$ cat src/hdl/cam_host_pkg.sv
// Package for the CAM host controller: register field layout, op codes, cycle timing.
// Assumes a single core clock and a CAM device reached through its strobe-framed pins.
package cam_host_pkg;

  // ****************************************************************
  // Own command register map (word addresses on the software port)
  // ****************************************************************
  localparam logic [3:0] ADDR_CMD        = 4'h0;
  localparam logic [3:0] ADDR_WDATA      = 4'h1;
  localparam logic [3:0] ADDR_OPW        = 4'h2;
  localparam logic [3:0] ADDR_RDATA      = 4'h3;
  localparam logic [3:0] ADDR_STAT       = 4'h4;
  localparam logic [3:0] ADDR_RESULT     = 4'h5;
  localparam logic [3:0] ADDR_SETUP      = 4'h6;

  // ****************************************************************
  // Command register fields
  // ****************************************************************
  localparam int CMD_KIND_LSB   = 0;
  localparam int CMD_KIND_W     = 3;
  localparam int CMD_SEL_G_BIT  = 4;
  localparam int CMD_SEL_L_BIT  = 5;
  localparam int CMD_VB_BIT     = 6;

  // Host cycle kinds
  localparam logic [2:0] KIND_CTRL_WR   = 3'h0;
  localparam logic [2:0] KIND_CTRL_RD   = 3'h1;
  localparam logic [2:0] KIND_STATUS_RD = 3'h2;
  localparam logic [2:0] KIND_OPW_LOAD  = 3'h3;
  localparam logic [2:0] KIND_SETUP_WR  = 3'h4;

  // ****************************************************************
  // Device operating_setup fields
  // ****************************************************************
  localparam int SETUP_MASK_SEL_LSB = 29;
  localparam int SETUP_MODE_LSB     = 26;
  localparam int SETUP_LAST_BIT     = 25;
  localparam int SETUP_VP_DIS_BIT   = 24;
  localparam int SETUP_VP_MASK_LSB  = 12;
  localparam int SETUP_VP_PAGE_LSB  = 4;
  localparam int SETUP_DEV_PAGE_LSB = 0;
  localparam logic [1:0] MODE_SOFT  = 2'h3;
  localparam logic [31:0] SETUP_RSVD_MASK = 32'h1000_0f00;

  // ****************************************************************
  // Device result_report fields
  // ****************************************************************
  localparam int RPT_LOOKUP_BIT = 31;
  localparam int RPT_CAM_BIT    = 30;
  localparam int RPT_MULTI_BIT  = 29;
  localparam int RPT_FULL_BIT   = 28;
  localparam int RPT_TYPE_LSB   = 24;
  localparam int RPT_PAGE_LSB   = 16;
  localparam int RPT_ADDR_LSB   = 0;
  localparam logic [31:0] RPT_VALID_MASK = 32'hf30f_0fff;

  // Operation word: low 12 bits are op lines, bit 12 is the read flag
  localparam int OPW_BITS   = 12;
  localparam int OPW_RD_BIT = 12;

  // ****************************************************************
  // Cycle timing
  // ****************************************************************
  localparam int CLK_PERIOD_NS   = 25;
  localparam int STROBE_LOW_NS   = 50;
  localparam int STROBE_HIGH_NS  = 50;
  localparam int STROBE_LOW_CYC  = (STROBE_LOW_NS + CLK_PERIOD_NS - 1) / CLK_PERIOD_NS;
  localparam int STROBE_HIGH_CYC = (STROBE_HIGH_NS + CLK_PERIOD_NS - 1) / CLK_PERIOD_NS;
  localparam int CNT_W           = 4;

  // ****************************************************************
  // Carriers
  // ****************************************************************
  typedef struct packed {
    logic        strobe_n;
    logic        write_n;
    logic        direct_addr_flag_n;
    logic        select_global_n;
    logic        select_local_n;
    logic [11:0] op_lines;
  } cam_ctrl_t;

  typedef struct packed {
    logic lookup_hit_n;
    logic cam_hit_n;
    logic multi_hit_n;
    logic array_full_n;
  } cam_flags_t;

endpackage

$ cat src/hdl/cam_host_ctrl.sv
// Host controller for a strobe-framed 4K x 32 CAM: runs control, status and setup cycles.
// Assumes the device samples controls at the strobe fall and the data bus pins resolve outside.
// Contract
// - Flags from last compare survive comparand loads
// - Host selects one device after random access
// - Reserved bits written as zero
// - Host writes whole VP table before enabling
// - Read with address flag high returns status
`timescale 1ns/1ps
module cam_host_ctrl
  import cam_host_pkg::*;
(
  // Clock, reset, enable
  input  wire logic        i_core_clk,
  input  wire logic        i_arst_n,
  input  wire logic        i_ce,
  // Software register port
  input  wire logic [3:0]  i_reg_addr,
  input  wire logic [31:0] i_reg_wdata,
  input  wire logic        i_reg_wr,
  input  wire logic        i_reg_rd,
  output logic [31:0]      o_reg_rdata,
  // Device control pins
  output cam_ctrl_t        o_ctrl,
  output logic             o_validity_line_n,
  output logic             o_validity_oe,
  input  wire logic        i_validity_line_n,
  // Device data bus
  output logic [31:0]      o_data_bus,
  output logic             o_data_bus_oe,
  input  wire logic [31:0] i_data_bus,
  // Device result pins
  input  wire logic [3:0]  i_page_out,
  input  wire logic [11:0] i_active_addr_out,
  input  wire cam_flags_t  i_flags
);

  // ****************************************************************
  // Cycle state machine
  // ****************************************************************
  typedef enum logic [1:0] {
    ST_IDLE = 2'b00,
    ST_LOW  = 2'b01,
    ST_HIGH = 2'b11
  } cyc_state_t;

  cyc_state_t  state_r;
  logic [31:0] wdata_r;
  logic [31:0] opw_r;
  logic [31:0] rdata_r;
  logic [31:0] setup_r;
  logic [31:0] result_r;
  logic [6:0]  cmd_r;
  logic        err_r;
  logic        done_r;
  logic        start;
  logic        t_busy;
  logic        t_low;
  logic        t_rise;
  logic        t_done;
  logic        soft_mode;
  logic        cmd_wr;
  logic [2:0]  kind;

  assign cmd_wr    = i_reg_wr && (i_reg_addr == ADDR_CMD);
  assign start     = cmd_wr && (state_r == ST_IDLE);
  assign kind      = i_reg_wdata[CMD_KIND_LSB +: CMD_KIND_W];
  assign soft_mode = (setup_r[SETUP_MODE_LSB +: 2] == MODE_SOFT);

  cam_strobe_timer u_timer (
    .i_core_clk  (i_core_clk),
    .i_arst_n    (i_arst_n),
    .i_ce        (i_ce),
    .i_start     (start),
    .o_busy      (t_busy),
    .o_low_phase (t_low),
    .o_rise      (t_rise),
    .o_done      (t_done)
  );

  always_ff @(posedge i_core_clk or negedge i_arst_n) begin
    if (!i_arst_n) begin
      state_r <= ST_IDLE;
    end else if (i_ce) begin
      unique case (state_r)
        ST_IDLE: begin
          if (start) begin
            state_r <= ST_LOW;
          end
        end
        ST_LOW: begin
          if (t_rise) begin
            state_r <= ST_HIGH;
          end
        end
        ST_HIGH: begin
          if (t_done) begin
            state_r <= ST_IDLE;
          end
        end
        default: state_r <= ST_IDLE;
      endcase
    end
  end

  // ****************************************************************
  // Software registers
  // ****************************************************************
  always_ff @(posedge i_core_clk or negedge i_arst_n) begin
    if (!i_arst_n) begin
      wdata_r <= '0;
      opw_r   <= '0;
      setup_r <= '0;
    end else if (i_ce && i_reg_wr) begin
      unique case (i_reg_addr)
        ADDR_WDATA: wdata_r <= i_reg_wdata;
        ADDR_OPW:   opw_r   <= {19'h0, i_reg_wdata[OPW_RD_BIT:0]};
        ADDR_SETUP: setup_r <= i_reg_wdata & ~SETUP_RSVD_MASK;
        default: ;
      endcase
    end
  end

  // Command latch; a command during a running cycle is dropped and flagged
  always_ff @(posedge i_core_clk or negedge i_arst_n) begin
    if (!i_arst_n) begin
      cmd_r <= '0;
      err_r <= 1'b0;
    end else if (i_ce) begin
      if (start) begin
        cmd_r <= i_reg_wdata[6:0];
      end
      if (cmd_wr && state_r != ST_IDLE) begin
        err_r <= 1'b1;
      end else if (i_reg_wr && i_reg_addr == ADDR_STAT && i_reg_wdata[1]) begin
        err_r <= 1'b0;
      end
    end
  end

  // ****************************************************************
  // Pin drive
  // ****************************************************************
  logic [2:0] ck;
  logic       is_rd;
  assign ck    = cmd_r[CMD_KIND_LSB +: CMD_KIND_W];
  assign is_rd = (ck == KIND_CTRL_RD) || (ck == KIND_STATUS_RD);

  always_ff @(posedge i_core_clk or negedge i_arst_n) begin
    if (!i_arst_n) begin
      o_ctrl            <= '{strobe_n: 1'b1, write_n: 1'b1, direct_addr_flag_n: 1'b1,
                             select_global_n: 1'b1, select_local_n: 1'b1, op_lines: 12'h000};
      o_data_bus        <= '0;
      o_data_bus_oe     <= 1'b0;
      o_validity_line_n <= 1'b1;
      o_validity_oe     <= 1'b0;
    end else if (i_ce) begin
      if (state_r == ST_IDLE && start) begin
        o_ctrl.strobe_n        <= 1'b0;
        o_ctrl.select_global_n <= ~i_reg_wdata[CMD_SEL_G_BIT];
        o_ctrl.select_local_n  <= ~i_reg_wdata[CMD_SEL_L_BIT];
        o_validity_line_n      <= i_reg_wdata[CMD_VB_BIT];
        o_ctrl.op_lines        <= soft_mode ? 12'h000 : opw_r[OPW_BITS-1:0];
        unique case (kind)
          KIND_CTRL_WR: begin
            o_ctrl.write_n            <= 1'b0;
            o_ctrl.direct_addr_flag_n <= soft_mode ? 1'b0 : 1'b1;
            o_data_bus                <= wdata_r;
            o_data_bus_oe             <= 1'b1;
            o_validity_oe             <= 1'b1;
          end
          KIND_CTRL_RD: begin
            o_ctrl.write_n            <= 1'b1;
            o_ctrl.direct_addr_flag_n <= soft_mode ? 1'b0 : 1'b1;
          end
          KIND_STATUS_RD: begin
            o_ctrl.write_n            <= 1'b1;
            o_ctrl.direct_addr_flag_n <= 1'b1;
          end
          KIND_OPW_LOAD: begin
            o_ctrl.write_n            <= 1'b0;
            o_ctrl.direct_addr_flag_n <= 1'b1;
            o_data_bus                <= opw_r;
            o_data_bus_oe             <= 1'b1;
          end
          KIND_SETUP_WR: begin
            o_ctrl.write_n            <= 1'b0;
            o_ctrl.direct_addr_flag_n <= 1'b1;
            o_data_bus                <= setup_r;
            o_data_bus_oe             <= 1'b1;
          end
          default: begin
            o_ctrl.write_n            <= 1'b1;
            o_ctrl.direct_addr_flag_n <= 1'b1;
          end
        endcase
      end else if (state_r == ST_LOW && t_rise) begin
        o_ctrl.strobe_n <= 1'b1;
      end else if (state_r == ST_HIGH && t_done) begin
        o_ctrl.write_n            <= 1'b1;
        o_ctrl.direct_addr_flag_n <= 1'b1;
        o_ctrl.select_global_n    <= 1'b1;
        o_ctrl.select_local_n     <= 1'b1;
        o_data_bus_oe             <= 1'b0;
        o_validity_oe             <= 1'b0;
      end
    end
  end

  // ****************************************************************
  // Read capture and result tracking
  // ****************************************************************
  always_ff @(posedge i_core_clk or negedge i_arst_n) begin
    if (!i_arst_n) begin
      rdata_r <= '0;
      done_r  <= 1'b0;
    end else if (i_ce) begin
      if (state_r == ST_LOW && t_rise && is_rd) begin
        rdata_r <= (ck == KIND_STATUS_RD) ? (i_data_bus & RPT_VALID_MASK) : i_data_bus;
      end
      if (state_r == ST_HIGH && t_done) begin
        done_r <= 1'b1;
      end else if (i_reg_wr && i_reg_addr == ADDR_STAT && i_reg_wdata[0]) begin
        done_r <= 1'b0;
      end
    end
  end

  // Flags follow the latest compare even while the address bus shows something else
  always_ff @(posedge i_core_clk or negedge i_arst_n) begin
    if (!i_arst_n) begin
      result_r <= 32'hf000_0000;
    end else if (i_ce) begin
      result_r <= '0;
      result_r[RPT_LOOKUP_BIT]                <= i_flags.lookup_hit_n;
      result_r[RPT_CAM_BIT]                   <= i_flags.cam_hit_n;
      result_r[RPT_MULTI_BIT]                 <= i_flags.multi_hit_n;
      result_r[RPT_FULL_BIT]                  <= i_flags.array_full_n;
      result_r[RPT_PAGE_LSB +: 4]             <= i_page_out;
      result_r[RPT_ADDR_LSB +: 12]            <= i_active_addr_out;
    end
  end

  // ****************************************************************
  // Register read port
  // ****************************************************************
  always_ff @(posedge i_core_clk or negedge i_arst_n) begin
    if (!i_arst_n) begin
      o_reg_rdata <= '0;
    end else if (i_ce) begin
      if (i_reg_rd) begin
        unique case (i_reg_addr)
          ADDR_WDATA:  o_reg_rdata <= wdata_r;
          ADDR_OPW:    o_reg_rdata <= opw_r;
          ADDR_RDATA:  o_reg_rdata <= rdata_r;
          ADDR_STAT:   o_reg_rdata <= {28'h0, soft_mode, (state_r != ST_IDLE), err_r, done_r};
          ADDR_RESULT: o_reg_rdata <= result_r;
          ADDR_SETUP:  o_reg_rdata <= setup_r;
          default:     o_reg_rdata <= '0;
        endcase
      end else begin
        o_reg_rdata <= '0;
      end
    end
  end

  logic unused_busy;
  logic unused_low;
  assign unused_busy = t_busy;
  assign unused_low  = t_low ^ i_validity_line_n;

endmodule // cam_host_ctrl

$ cat src/hdl/cam_strobe_timer.sv
// Strobe timer: frames one device cycle as a low phase then a high phase.
// Assumes i_start comes only while o_busy is low.
`timescale 1ns/1ps
module cam_strobe_timer
  import cam_host_pkg::*;
(
  // Clock and reset
  input  wire logic i_core_clk,
  input  wire logic i_arst_n,
  input  wire logic i_ce,
  // Control
  input  wire logic i_start,
  output logic      o_busy,
  output logic      o_low_phase,
  output logic      o_rise,
  output logic      o_done
);

  localparam logic [CNT_W-1:0] LOW_LAST  = CNT_W'(STROBE_LOW_CYC - 1);
  localparam logic [CNT_W-1:0] HIGH_LAST = CNT_W'(STROBE_HIGH_CYC - 1);

  logic [CNT_W-1:0] cnt_r;

  always_ff @(posedge i_core_clk or negedge i_arst_n) begin
    if (!i_arst_n) begin
      cnt_r       <= '0;
      o_busy      <= 1'b0;
      o_low_phase <= 1'b0;
      o_rise      <= 1'b0;
      o_done      <= 1'b0;
    end else if (i_ce) begin
      o_rise <= 1'b0;
      o_done <= 1'b0;
      if (!o_busy) begin
        if (i_start) begin
          o_busy      <= 1'b1;
          o_low_phase <= 1'b1;
          cnt_r       <= '0;
        end
      end else if (o_low_phase) begin
        if (cnt_r == LOW_LAST) begin
          o_low_phase <= 1'b0;
          o_rise      <= 1'b1;
          cnt_r       <= '0;
        end else begin
          cnt_r <= cnt_r + CNT_W'(1);
        end
      end else if (cnt_r == HIGH_LAST) begin
        o_busy <= 1'b0;
        o_done <= 1'b1;
      end else begin
        cnt_r <= cnt_r + CNT_W'(1);
      end
    end
  end

endmodule // cam_strobe_timer

$ cat config.mk
export PLATFORM = sky130hd
export DESIGN_NAME = cam_host_ctrl
export DESIGN_NICKNAME = d
export VERILOG_FILES = /design/src/hdl/cam_host_pkg.sv /design/src/hdl/cam_host_ctrl.sv /design/src/hdl/cam_strobe_timer.sv
export SDC_FILE = /design/constraint.sdc
export NUM_CORES = 1
export LEC_CHECK = 0
export BUFFER_PORTS_ARGS = -buffer_cell sky130_fd_sc_hd__buf_2
export CORE_MARGIN = 2
export CORE_UTILIZATION = 55
export CTS_CLUSTER_SIZE = 14
export DETAILED_ROUTE_END_ITERATION = 10
export PLACE_DENSITY_LB_ADDON = 0.1
export SETUP_SLACK_MARGIN = 0.2
export SYNTH_ARGS = -nofsm -noshare
export SYNTH_HDL_FRONTEND = slang
export SYNTH_SLANG_ARGS = --single-unit
export TNS_END_PERCENT = 10
$ cat constraint.sdc
create_clock -name i_core_clk -period 1.97 [get_ports i_core_clk]
set_input_delay 0.394 -clock i_core_clk [delete_from_list [all_inputs] [get_ports i_core_clk]]
set_output_delay 0.394 -clock i_core_clk [all_outputs]
set_load 0.02 [all_outputs]
After elaboration in Yosys (flattened, before gate mapping)
Cells that the tools add are included.
- $add $sub $neg: 1
- equality and inequality tests: 22
- multiplexer cells: 42
- bitwise gates (word level): 2
- reduce and logical (&&, ||, !) cells: 40
- operator list (kind ; number):
    one-hot mux 32 bit (6 select lines) ; 1
    one-hot mux 32 bit (3 select lines) ; 1
    2-to-1 mux 32 bit ; 1
    2-to-1 mux 28 bit ; 1
    2-to-1 mux 4 bit ; 7
    2-to-1 mux 1 bit ; 24
    AND reduction 2 bit ; 10
    equality test 4 x 3 -> 1 bit, second input constant ; 3
    2-to-1 mux 12 bit ; 1
    one-hot mux 2 bit (3 select lines) ; 2
    AND reduction 4 bit ; 3
    nonzero test 2 bit ; 6
    logical AND 1 bit ; 11
    AND reduction 3 bit ; 3
    equality test 4 x 1 -> 1 bit, second input constant ; 2
    equality test 4 x 2 -> 1 bit, second input constant ; 2
    equality test 3 x 1 -> 1 bit, second input constant ; 2
    equality test 3 x 2 -> 1 bit, second input constant ; 2
    2-to-1 mux 2 bit ; 3
    inequality test 2 x 1 -> 1 bit, second input constant ; 3
    inequality test 2 bit, second input constant ; 3
    2-to-1 mux 5 bit ; 1
    adder 4 x 1 -> 4 bit, second input constant ; 1
    equality test 2 bit, second input constant ; 2
    11 further kinds ; 12
- register bits: 223
- input bits: 94
- word-level logic and storage cells: 132

Depth between registers and ports, before layout
Gate-level depths: netlist of the first run.
- word-level depth: 6
- mapped depth: 8

Modules after synthesis
Synthesis of the first run repeated with hierarchy kept, for this count alone.
- cell total of the unflattened synthesis: 846
- area, all modules: 9579.2 um^2
- modules (own cells, without submodules) (module ; times used ; cells each ; area an instance (um^2) ; sequential area each (um^2)):
    cam_host_ctrl ; 1 ; 804 ; 9143.8 ; 5392.7
    cam_strobe_timer ; 1 ; 42 ; 435.4 ; 200.2

Least setup slack after synthesis of the first run
Ideal clock, no wire load.
- path kind: input to register
- start: in i_reg_addr[0]
- end: reg setup_r[12]
- library setup time: 0.127 ns
- arrival: 1.738 ns
- slack: 0.105 ns
- stages on the path: 7
- path buffers: 4
- path through: buf_2 > nor4bb_1 > buf_2 > and2_1 > buf_4 > buf_6 > mux2_1
- longest elaborated chain between the ends: 2
- ends and longest elaborated chain (what ; RTL line ; source):
    start, declared ; cam_host_ctrl.sv:18 ; input wire logic [3:0] i_reg_addr,
    equality test 4 x 3 -> 1 bit ; cam_host_ctrl.sv:115 ; unique case (i_reg_addr)
    AND reduction 2 bit (no line) ; n/a ;
    end signal, assigned ; cam_host_ctrl.sv:118 ; ADDR_SETUP: setup_r <= i_reg_wdata & ~SETUP_RSVD_MASK;
    end, declared ; cam_host_ctrl.sv:51 ; logic [31:0] setup_r;
No other way between the ends.
A chain may end at the register's enable or synchronous reset.

Worst setup path in the final report of the first run
- start: reg state_r[1]
- end: reg rdata_r[29]
- longest elaborated chain between the ends: 4
- ends and longest elaborated chain (what ; RTL line ; source):
    start, declared ; cam_host_ctrl.sv:47 ; cyc_state_t state_r;
    start signal, assigned ; cam_host_ctrl.sv:83 ; state_r <= ST_IDLE;
    start signal, assigned ; cam_host_ctrl.sv:88 ; state_r <= ST_LOW;
    start signal, assigned ; cam_host_ctrl.sv:93 ; state_r <= ST_HIGH;
    equality test 2 x 1 -> 1 bit ; cam_host_ctrl.sv:218 ; if (state_r == ST_LOW && t_rise && is_rd) begin
    logical AND 1 bit (2 in a row) ; cam_host_ctrl.sv:218 ;
    AND reduction 2 bit (no line) ; n/a ;
    end signal, assigned ; cam_host_ctrl.sv:219 ; rdata_r <= (ck == KIND_STATUS_RD) ? (i_data_bus & RPT_VALID_MASK) : i_data_bus;
    end, declared ; cam_host_ctrl.sv:50 ; logic [31:0] rdata_r;
No other way between the ends.

==> reports/metrics.cfg, run 1 <==
[worst_setup_path]
timing.critical_path.to_type = register
cp-endpoint = rdata_r[29]
start_kind = register
timing_worst_setup_path_type = reg2reg
timing.critical_path.arrival_ps = 2100
critPathMaxFanout = 22
worst-r2r-cell-count = 5
critical_path.reg2reg.endpoint = rdata_r[29]
startpoint = state_r[1]
cp_data_required_time_ps = 2370
reg2reg_slack_ps = 270
r2r_start = state_r[1]

[timing]
slew_viol_final = 0
timing.slew.headroom_pct = 33.7
setup_viol = 0
final.setup_skew_ps = 13.0
hold_viol = 0
setup_total_negative_slack_ps = 0
clock.fmax_mhz = 589
fin_crit_ps = 1700
layout_worst_path_cycle_share_pct = 86.2
timing_worst_slew_pin_value_ps = 993
rsz0062_at_grt = no

[place]
portBuffers = 176
final_replace_weighted_congestion = 0.842
placed_wire_length_estimate_after_detailed_placement_um = 17400

[yosys]
compound_cell_area_share_of_the_yosys_netlist_pct = 15.3
synth.lib_cells_used.distinct = 48
synth_xor_xnor_area_share_pct = 0.0914
synth_area_in_adders_pct = 0.261
synth-seq-area-share_pct = 58.4
synthesis.yosys.warnings = 0
dominant_register_cell_in_the_synthesized_netlist = sky130_fd_sc_hd__dfrtp_1
synth.net_count = 932
largest_family_of_logic_cells_by_synthesized_area = compound AO/OA/AOI/OAI gates
postSynthRegisterBits = 223
synth_edf_count = 0
postSynthCellCount = 836
mappedNetlistArea_sq_um = 9580
yosys-mux-area-fraction_pct = 11.0
syn-mean-instance-area_sq_um = 11.5
yosys.area_share.simple_pct = 11.4
asyncSetResetFlopFracSynth_pct = 100

[final_layout]
num-fill-cells = 1328
drive_above_1_share_pct = 32.4
fin_nets = 1122
area_delta_synth_final_pct = 25.0
antenna-diode-count = 0

[clocking]
insertion_delay_ps = 510
clk_path_buf_depth = 3
cts_root_buf = sky130_fd_sc_hd__clkbuf_16
cts.clk_slew.worst_paths_ps = 60
cts_inserted_buffers = 24
tritoncts = done
sinks_on_clock_net = 223
cts.htree.levels = 1

[floorplan]
io_pins = 178
placementRows = 48
area_of_the_die_sq_um = 18500
initial_core_util_pct = 55.8
core_area_sq_um = 17200
chipWidth_um = 136
die_h_um = 136

[job]
drv.max_cap_violation_count = 0

[global_routing]
grt_usage_pct = 29.0
grt_pass1_vias = 7540
largest_net_degree_at_the_start_of_global_routing = 65
first_pass_grt_wire_length_um = 41800
grt.overflow.total = 0
antenna_found_initial = 0

[run_status]
outcome = finished clean

[routing]
finalWirelength_um = 26300
remaining_drc_errors = 0
firstDrtPassIters = 5
dr.first_iter.drc_count = 524
vias = 7411
drt-vias-per-instance = 5.84
final_antenna_net_count = 0
wl_per_cell_um = 20.7

[min_path]
hold_wc_path_type = in2reg
min_path_cells = 3

[pwr]
leakagePower_uw = 0.00597
worst_ir_drop_vdd_mv = 0.703
totalPowerFinal_uw = 10600
powerDensity_nw_per_um2 = 884

power by group:
part | switching [uW] | internal (uW) | total (uW)
sequential | 296 | 4940 | 5240
combinational | 463 | 480 | 944
clock | 1790 | 2620 | 4410
total | 2550 | 8040 | 10600
layout by cell type, fill, tap and decap left out, types with 4 or more instances in the layout:
| master | n |
|---|---|
| sky130_fd_sc_hd__dfrtp_1 | 212 |
| sky130_fd_sc_hd__buf_2 | 175 |
| sky130_fd_sc_hd__nand2_1 | 171 |
| sky130_fd_sc_hd__mux2_1 | 47 |
| sky130_fd_sc_hd__a22o_1 | 39 |
| sky130_fd_sc_hd__buf_4 | 37 |
| sky130_fd_sc_hd__a22oi_1 | 35 |
| sky130_fd_sc_hd__mux2_2 | 35 |
| sky130_fd_sc_hd__o21ai_1 | 34 |
| sky130_fd_sc_hd__o2bb2ai_1 | 28 |
| sky130_fd_sc_hd__nand3_1 | 27 |
| sky130_fd_sc_hd__a21oi_1 | 26 |
| sky130_fd_sc_hd__clkbuf_16 | 25 |
| sky130_fd_sc_hd__buf_12 | 14 |
| sky130_fd_sc_hd__a221oi_1 | 12 |
| sky130_fd_sc_hd__mux2_4 | 12 |
| sky130_fd_sc_hd__dfstp_2 | 10 |
| sky130_fd_sc_hd__o21ai_0 | 8 |
| sky130_fd_sc_hd__clkbuf_1 | 8 |
| sky130_fd_sc_hd__a21o_1 | 7 |
| sky130_fd_sc_hd__inv_1 | 6 |
| sky130_fd_sc_hd__a31oi_1 | 6 |
| sky130_fd_sc_hd__clkbuf_8 | 6 |
| sky130_fd_sc_hd__nor2_1 | 5 |
| sky130_fd_sc_hd__nor3_1 | 4 |
metal layers:
| layer | vias up | routed length, um | track usage [%] |
|---|---|---|---|
| li1 | 3397 | - | - |
| met1 | 3675 | 11500 | 42.0 |
| met2 | 294 | 12600 | 46.5 |
| met3 | 45 | 1620 | 3.54 |
| met4 | 0 | 586 | 8.10 |
| met5 | - | 0 | 0 |
stage by stage:
step / std cells / util [%] / hold slack [ps] / setup slack [ps] / instance area (sq um)
5_1_grt: 1269 / 69.7 / 87.9 / 211 / 12000
4_1_cts: 1263 / 69.3 / 62.1 / 204 / 11900
3_3_place_gp: 1217 / 64.6 / 269 / -23.4 / 11100
3_5_place_dp: 1217 / 64.6 / 271 / -53.0 / 11100
2_1_floorplan: 836 / - / 98.4 / 183 / 9670
6_report: 1269 / 69.7 / 78.9 / 272 / 12000
timing repair:
action | 4_1_cts | 5_1_grt
setup endpoints to repair | 4 | 34
endpoints found under the hold margin | 23 | 0
setup buffers | 1 | 5
hold buffers | 1 | 0
gates resized for setup | 0 | 5
pin swaps | 0 | 1
gates cloned | 0 | 1
critical path: stages, from the launching register on:
cell,delay (ps)
sky130_fd_sc_hd__dfrtp_2,430
sky130_fd_sc_hd__nand4b_1,310
sky130_fd_sc_hd__or3_4,450
sky130_fd_sc_hd__buf_4,230
sky130_fd_sc_hd__nand2_1,110
sky130_fd_sc_hd__nand2_1,50
how the worst min path moves through the flow:
stage	startpoint	endpoint	slack, ps
after floorplan	i_arst_n	cmd_r[0]	100
after global placement	i_arst_n	o_reg_rdata[24]	270
after detailed placement	i_arst_n	o_reg_rdata[24]	270
after CTS	i_data_bus[3]	rdata_r[3]	60
after global routing	i_data_bus[3]	rdata_r[3]	90
final	i_data_bus[30]	rdata_r[30]	80
layout make-up:
class                   instances  area, sq um  share of cell area (%)
clock buffers                  38          713                    5.95
flip-flops and latches        223         5590                    46.7
clock inverters                 6         68.8                   0.574
well taps                     225          282                    2.35
inverters                       7         26.3                   0.219
multi-input cells             540         3800                    31.7
repair buffers                230         1500                    12.5
kinds of logic (layout without fill, tap and decap cells):
| family | count (synthesis) | after routing |
|---|---|---|
| AO/OA/AOI/OAI | 204 | 204 |
| multiplexers | 94 | 94 |
| adder cells (fa/ha/maj) | 2 | 2 |
| XOR/XNOR | 1 | 1 |
| flip-flops | 223 | 223 |
| buffers and inverters | 73 | 281 |
| AND/OR/NAND/NOR | 239 | 239 |
Yosys cell counts (2+ instances only):
cell | instances | area [sq um]
sky130_fd_sc_hd__a2111oi_0 | 2 | 17.5
sky130_fd_sc_hd__a21o_1 | 7 | 52.6
sky130_fd_sc_hd__a21oi_1 | 26 | 130
sky130_fd_sc_hd__a221oi_1 | 12 | 105
sky130_fd_sc_hd__a222oi_1 | 3 | 30.0
sky130_fd_sc_hd__a22o_1 | 39 | 342
sky130_fd_sc_hd__a22oi_1 | 35 | 263
sky130_fd_sc_hd__a31oi_1 | 6 | 37.5
sky130_fd_sc_hd__and2_1 | 5 | 31.3
sky130_fd_sc_hd__and3_1 | 2 | 12.5
sky130_fd_sc_hd__and3b_1 | 2 | 17.5
sky130_fd_sc_hd__buf_1 | 4 | 15.0
sky130_fd_sc_hd__buf_2 | 22 | 110
sky130_fd_sc_hd__buf_4 | 6 | 45.0
sky130_fd_sc_hd__buf_6 | 2 | 22.5
sky130_fd_sc_hd__clkbuf_1 | 32 | 120
sky130_fd_sc_hd__dfrtp_1 | 213 | 5330
sky130_fd_sc_hd__dfstp_2 | 10 | 263
sky130_fd_sc_hd__ha_1 | 2 | 25.0
sky130_fd_sc_hd__inv_1 | 6 | 22.5
sky130_fd_sc_hd__mux2_1 | 59 | 664
sky130_fd_sc_hd__mux2_2 | 35 | 394
sky130_fd_sc_hd__nand2_1 | 171 | 642
sky130_fd_sc_hd__nand3_1 | 28 | 140
sky130_fd_sc_hd__nand3b_1 | 2 | 15.0
sky130_fd_sc_hd__nand4_1 | 3 | 18.8
sky130_fd_sc_hd__nor2_1 | 6 | 22.5
sky130_fd_sc_hd__nor3_1 | 5 | 25.0
sky130_fd_sc_hd__nor4b_1 | 2 | 17.5
sky130_fd_sc_hd__nor4bb_1 | 3 | 30.0
sky130_fd_sc_hd__o21ai_0 | 8 | 40.0
sky130_fd_sc_hd__o21ai_1 | 34 | 170
sky130_fd_sc_hd__o2bb2ai_1 | 28 | 245
sky130_fd_sc_hd__or3_1 | 2 | 12.5
registers in the layout, indices dropped and copies added, names as in the netlist, 2 cells and up:
register	cells
cmd_r	3
o_ctrl	17
o_data_bus	32
o_reg_rdata	32
opw_r	13
rdata_r	32
result_r	20
setup_r	27
state_r	2
u_timer.cnt_r	4
wdata_r	32
No activity file was read; power rests on OpenSTA's default activity.
==> inputs of run 2 (changes only) <==
Settings changed: BUFFER_PORTS_ARGS -buffer_cell sky130_fd_sc_hd__buf_2 to not set, CORE_UTILIZATION 55 to 35, DONT_BUFFER_PORTS set to 1.
==> run 2 against run 1 <==
The run now ends with hold timing left. Hold slack lost 510 ps. Count of clock-buffer cells in the layout grew 2. Routed wire length grew 13%. Combinational power shrank 15%. Total power grew 2.1%. Utilization shrank 26 points. Setup slack gained 33 ps. Global-route usage shrank 8.3 points. Critical path type unchanged. Critical endpoint is now rdata_r[31]. Largest cell class unchanged.
==> reports/metrics.cfg, run 2 (synthesized netlist as in run 1, its figures left out) <==
[run_status]
outcome = finished with violations
failing_checks = hold timing

[timing]
clock.fmax_mhz = 601
timing_worst_slew_pin_value_ps = 630
timing.slew.headroom_pct = 57.4
setup_viol = 0
rsz0062_at_grt = no
slew_viol_final = 0
layout_worst_path_cycle_share_pct = 84.5
fin_crit_ps = 1670
final.setup_skew_ps = 8.32
final_hold_slack_ps = -435
hold_viol = 223
setup_total_negative_slack_ps = 0

[worst_setup_path]
timing.critical_path.to_type = register
cp_num_cells = 5
cpMostUsedCell = sky130_fd_sc_hd__nand2_1
crit_path_cell_trace = nand4b_1 > or3_2 > buf_12 > nand2_1 > nand2_1
critPathMaxFanout = 32
r2r_start = state_r[1]
timing_worst_setup_path_type = reg2reg
cp_data_required_time_ps = 2380
timing.critical_path.arrival_ps = 2070
crit_buf_inv = 1
critical_path.max_stage_delay_ps = 510
worst-r2r-cell-count = 5
start_kind = register
crit_family = simple AND/OR/NAND/NOR gates
crit_path_top_delay_cell = sky130_fd_sc_hd__or3_2
startpoint = state_r[1]

[pwr]
totalPowerFinal_uw = 10800
powerDensity_nw_per_um2 = 916
worst_ir_drop_vdd_mv = 0.493
leakagePower_uw = 0.00536

[global_routing]
largest_net_degree_at_the_start_of_global_routing = 224
groute.layer.met3.usage_pct = 4.78
first_pass_grt_wire_length_um = 45700
grtUsageMet2_pct = 33.5
global_route.peak_usage_layer = met2
antenna_found_initial = 0
grt.overflow.total = 0
grt_usage_pct = 20.7
grt_pass1_vias = 7498
use_met1_pct = 28.3

[routing]
remaining_drc_errors = 0
wl_per_cell_um = 23.5
final_antenna_net_count = 0
dr.first_iter.drc_count = 482
finalWirelength_um = 29800
vias = 7016
drt-vias-per-instance = 5.55
firstDrtPassIters = 5

[floorplan]
io_pins = 178
core_area_sq_um = 27000
die_h_um = 169
chipWidth_um = 169
initial_core_util_pct = 35.6
area_of_the_die_sq_um = 28700
placementRows = 60

[clocking]
tritoncts = done
cts_inserted_buffers = 26
sinks_on_clock_net = 223
cts.htree.levels = 1
cts.repair_timing.setup_buffer_count = 0
cts.clk_slew.worst_paths_ps = 60
cts_root_buf = sky130_fd_sc_hd__clkbuf_16
clk_path_buf_depth = 3
insertion_delay_ps = 530

[final_layout]
fin_nets = 1001
area_delta_synth_final_pct = 23.2
area_of_combinational_cells_with_multiple_inputs_sq_um = 3800
num-fill-cells = 2515
antenna-diode-count = 0
most_common_cell_after_layout_fill_and_taps_aside = sky130_fd_sc_hd__dfrtp_1
most_used_cells_in_the_layout_excluding_fill_and_tap_cells = sky130_fd_sc_hd__dfrtp_1, sky130_fd_sc_hd__nand2_1, sky130_fd_sc_hd__dlygate4sd3_1
regArea_sq_um = 5590
drive_above_1_share_pct = 15.5

[place]
placed_wire_length_estimate_after_detailed_placement_um = 18300
portBuffers = 0
final_replace_weighted_congestion = 0.799

[min_path]
hold_wc_path_type = in2async

[job]
drv.max_cap_violation_count = 0

run 2: cell types whose count changed in the layout (fill, tap and decap cells not counted), sizes merged:
cell and delta:
buf -197, clkinv +1, clkbuf +1, dlygate4sd3 +75
run 2: path summary, 6_finish.rpt:
path / slack [ps] / to
max: 300 / rdata_r[31]
min: -440 / o_data_bus[24]
max reg2reg: 300 / rdata_r[31]
min reg2reg: 470 / rdata_r[20]
max in group asynchronous: 2030 / o_ctrl[16]
min in group i_core_clk: 20 / result_r[18]
run 2: power breakdown:
| group | internal, uW | total, uW | switching (uW) |
|---|---|---|---|
| Sequential | 4940 | 5260 | 321 |
| Clock | 2850 | 4750 | 1890 |
| Combinational | 486 | 804 | 318 |
| Total | 8280 | 10800 | 2530 |
run 2: layout make-up:
cell class	instances	share of cell area, %
Inverter	7	0.222
Multi-Input combinational cell	540	32.2
Tap cell	341	3.61
Timing Repair Buffer	107	9.47
Clock buffer	40	6.64
Sequential cell	223	47.4
Clock inverter	7	0.530
run 2: routing by layer:
metal / vias to the layer above / share of wire, %
li1: 3153 / -
met1: 3594 / 46
met2: 230 / 46
met3: 39 / 6.3
met4: 0 / 1.7
met5: - / 0
run 2: timing repair:
| action | CTS | global route |
|---|---|---|
| hold endpoints to repair | 316 | 236 |
| setup endpoints to repair | 1 | 0 |
| resized for setup | 1 | 0 |
| hold buffers | 63 | 13 |
run 2: stage by stage:
| stage | instances | util [%] | area [sq um] | hold slack (ps) | setup slack (ps) |
|---|---|---|---|---|---|
| floorplan | 836 | - | 9670 | 98.4 | 183 |
| CTS | 1252 | 43.3 | 11700 | -452 | 283 |
| global route | 1265 | 43.8 | 11800 | -473 | 206 |
| global placement | 1142 | 37.8 | 10200 | 105 | 226 |
| finish | 1265 | 43.8 | 11800 | -435 | 305 |
| detailed placement | 1142 | 37.8 | 10200 | 105 | 200 |
==> inputs of run 3 (changes only) <==
Clock period 1.97 ns to 1.7 ns, I/O delays scaled along.
==> run 3 against run 2 <==
The run still ends with hold timing left. Critical path type unchanged. Highest routed layer unchanged. Die area is the same. Hold slack lost 48 ps. Cell area grew 5.9%. Flip-flop and latch count is the same. Setup slack lost 120 ps. Critical endpoint is now u_timer.cnt_r[3]. Clock skew grew 1.9 ps. Sequential power grew 16%. Largest cell class unchanged. Maximum frequency grew 10%. Total power grew 18%. Cell count grew 3.2%.
==> reports/metrics.cfg, run 3 (synthesized netlist as in run 1, its figures left out) <==
[run_status]
outcome = finished with violations
failing_checks = hold timing

[clocking]
holdBufCountCts = 85
cts.clk_slew.worst_paths_ps = 60
cts_root_buf = sky130_fd_sc_hd__clkbuf_16
sinks_on_clock_net = 223
cts_inserted_buffers = 27
cts.htree.levels = 1
tritoncts = done
clk_path_buf_depth = 3
insertion_delay_ps = 520

[worst_setup_path]
start_kind = register
timing.critical_path.arrival_ps = 1910
crit_buf_inv = 2
cp_data_required_time_ps = 2100
crit_path_top_delay_cell = sky130_fd_sc_hd__or3b_4
critPathMaxFanout = 7
crit_family = simple AND/OR/NAND/NOR gates
timing.critical_path.to_type = register
critical_path.max_stage_delay_ps = 410
timing_worst_setup_path_type = reg2reg
crit_path_cell_trace = inv_2 > ha_4 > or3b_4 > buf_4 > a32o_1
reg2reg_slack_ps = 190

[min_path]
hold_wc_path_type = in2async

[routing]
vias = 7293
wl_per_cell_um = 24.5
final_antenna_net_count = 0
dr.first_iter.drc_count = 550
drt-vias-per-instance = 5.59
firstDrtPassIters = 6
finalWirelength_um = 32000
remaining_drc_errors = 0

[global_routing]
first_pass_grt_wire_length_um = 48200
grt_usage_pct = 22.0
largest_net_degree_at_the_start_of_global_routing = 224
grt.overflow.total = 0
antenna_found_initial = 1
grt_pass1_vias = 7877

[timing]
setup_viol = 0
hold_viol = 223
timing_worst_slew_pin_value_ps = 1100
layout_worst_path_cycle_share_pct = 88.9
clock.fmax_mhz = 662
rsz0062_at_grt = yes
final.setup_skew_ps = 10.2
fin_crit_ps = 1510
final_hold_slack_ps = -483
timing.slew.headroom_pct = 26.3
slew_viol_final = 0

[final_layout]
drive_above_1_share_pct = 19.5
finalNonFillerCells = 1305
fin_nets = 1039
most_used_cells_in_the_layout_excluding_fill_and_tap_cells = sky130_fd_sc_hd__dfrtp_1, sky130_fd_sc_hd__nand2_1, sky130_fd_sc_hd__dlygate4sd3_1
area_delta_synth_final_pct = 30.5
postLayoutCoreUtil_pct = 46.4
most_common_cell_after_layout_fill_and_taps_aside = sky130_fd_sc_hd__dfrtp_1

[place]
placed_wire_length_estimate_after_detailed_placement_um = 18600
final_replace_weighted_congestion = 0.760
dp_cells = 1153
portBuffers = 0

[floorplan]
io_pins = 178
chipWidth_um = 169
area_of_the_die_sq_um = 28700
core_area_sq_um = 27000
placementRows = 60
die_h_um = 169
initial_core_util_pct = 35.6

[pwr]
worst_ir_drop_vdd_mv = 0.753
totalPowerFinal_uw = 12700
leakagePower_uw = 0.00567
powerDensity_nw_per_um2 = 1020

[job]
drv.max_cap_violation_count = 0

[run 3: path summary, 6_finish.rpt]
| kind | depth (start not counted) | to | startpoint |
|---|---|---|---|
| setup reg to reg | 5 | u_timer.cnt_r[3] | u_timer.cnt_r[1] |
| min in group i_core_clk | 2 | o_ctrl[13] | i_reg_wdata[4] |
| hold / removal | 0 | o_data_bus[15] | i_arst_n |
| max in group asynchronous | 0 | state_r[0] | i_arst_n |
| setup / recovery | 5 | u_timer.cnt_r[3] | u_timer.cnt_r[1] |
| hold reg to reg | 1 | done_r | done_r |
[run 3: power by group]
group | switching, uW | internal (uW)
clock network | 2200 | 3460
registers | 379 | 5730
logic | 395 | 582
[run 3: layout make-up]
class                           count  area [sq um]
Fill cell                        2474         14400
Sequential cell                   223          5590
Multi-Input combinational cell    540          3890
Timing Repair Buffer              144          1680
Clock buffer                       44           830
Tap cell                          341           427
Clock inverter                      5          53.8
Inverter                            7          26.3
Antenna cell                        1          2.50
[run 3: what timing repair did]
action / in CTS / in global routing
setup buffers: 7 / 2
hold endpoints to repair: 359 / 223
gates resized for setup: 17 / 18
cloned: 5 / 3
pin swaps: 7 / 10
setup endpoints to repair: 71 / 88
[run 3: metal layers]
metal	track usage (%)	routed length, um
met2	35.0	14700
met5	0	0
met3	4.48	2270
met1	30.5	14200
met4	5.98	707
[run 3: per-stage QoR]
stage          area, sq um  setup slack [ps]  hold slack [ps]  TNS, ps
2_1_floorplan         9670             -32.7             44.4    -1630
3_3_place_gp         10300              -113             51.3    -3060
3_5_place_dp         10300              -183             51.4    -3930
4_1_cts              12300               167             -508        0
5_1_grt              12500               140             -507        0
6_report             12500               189             -483        0
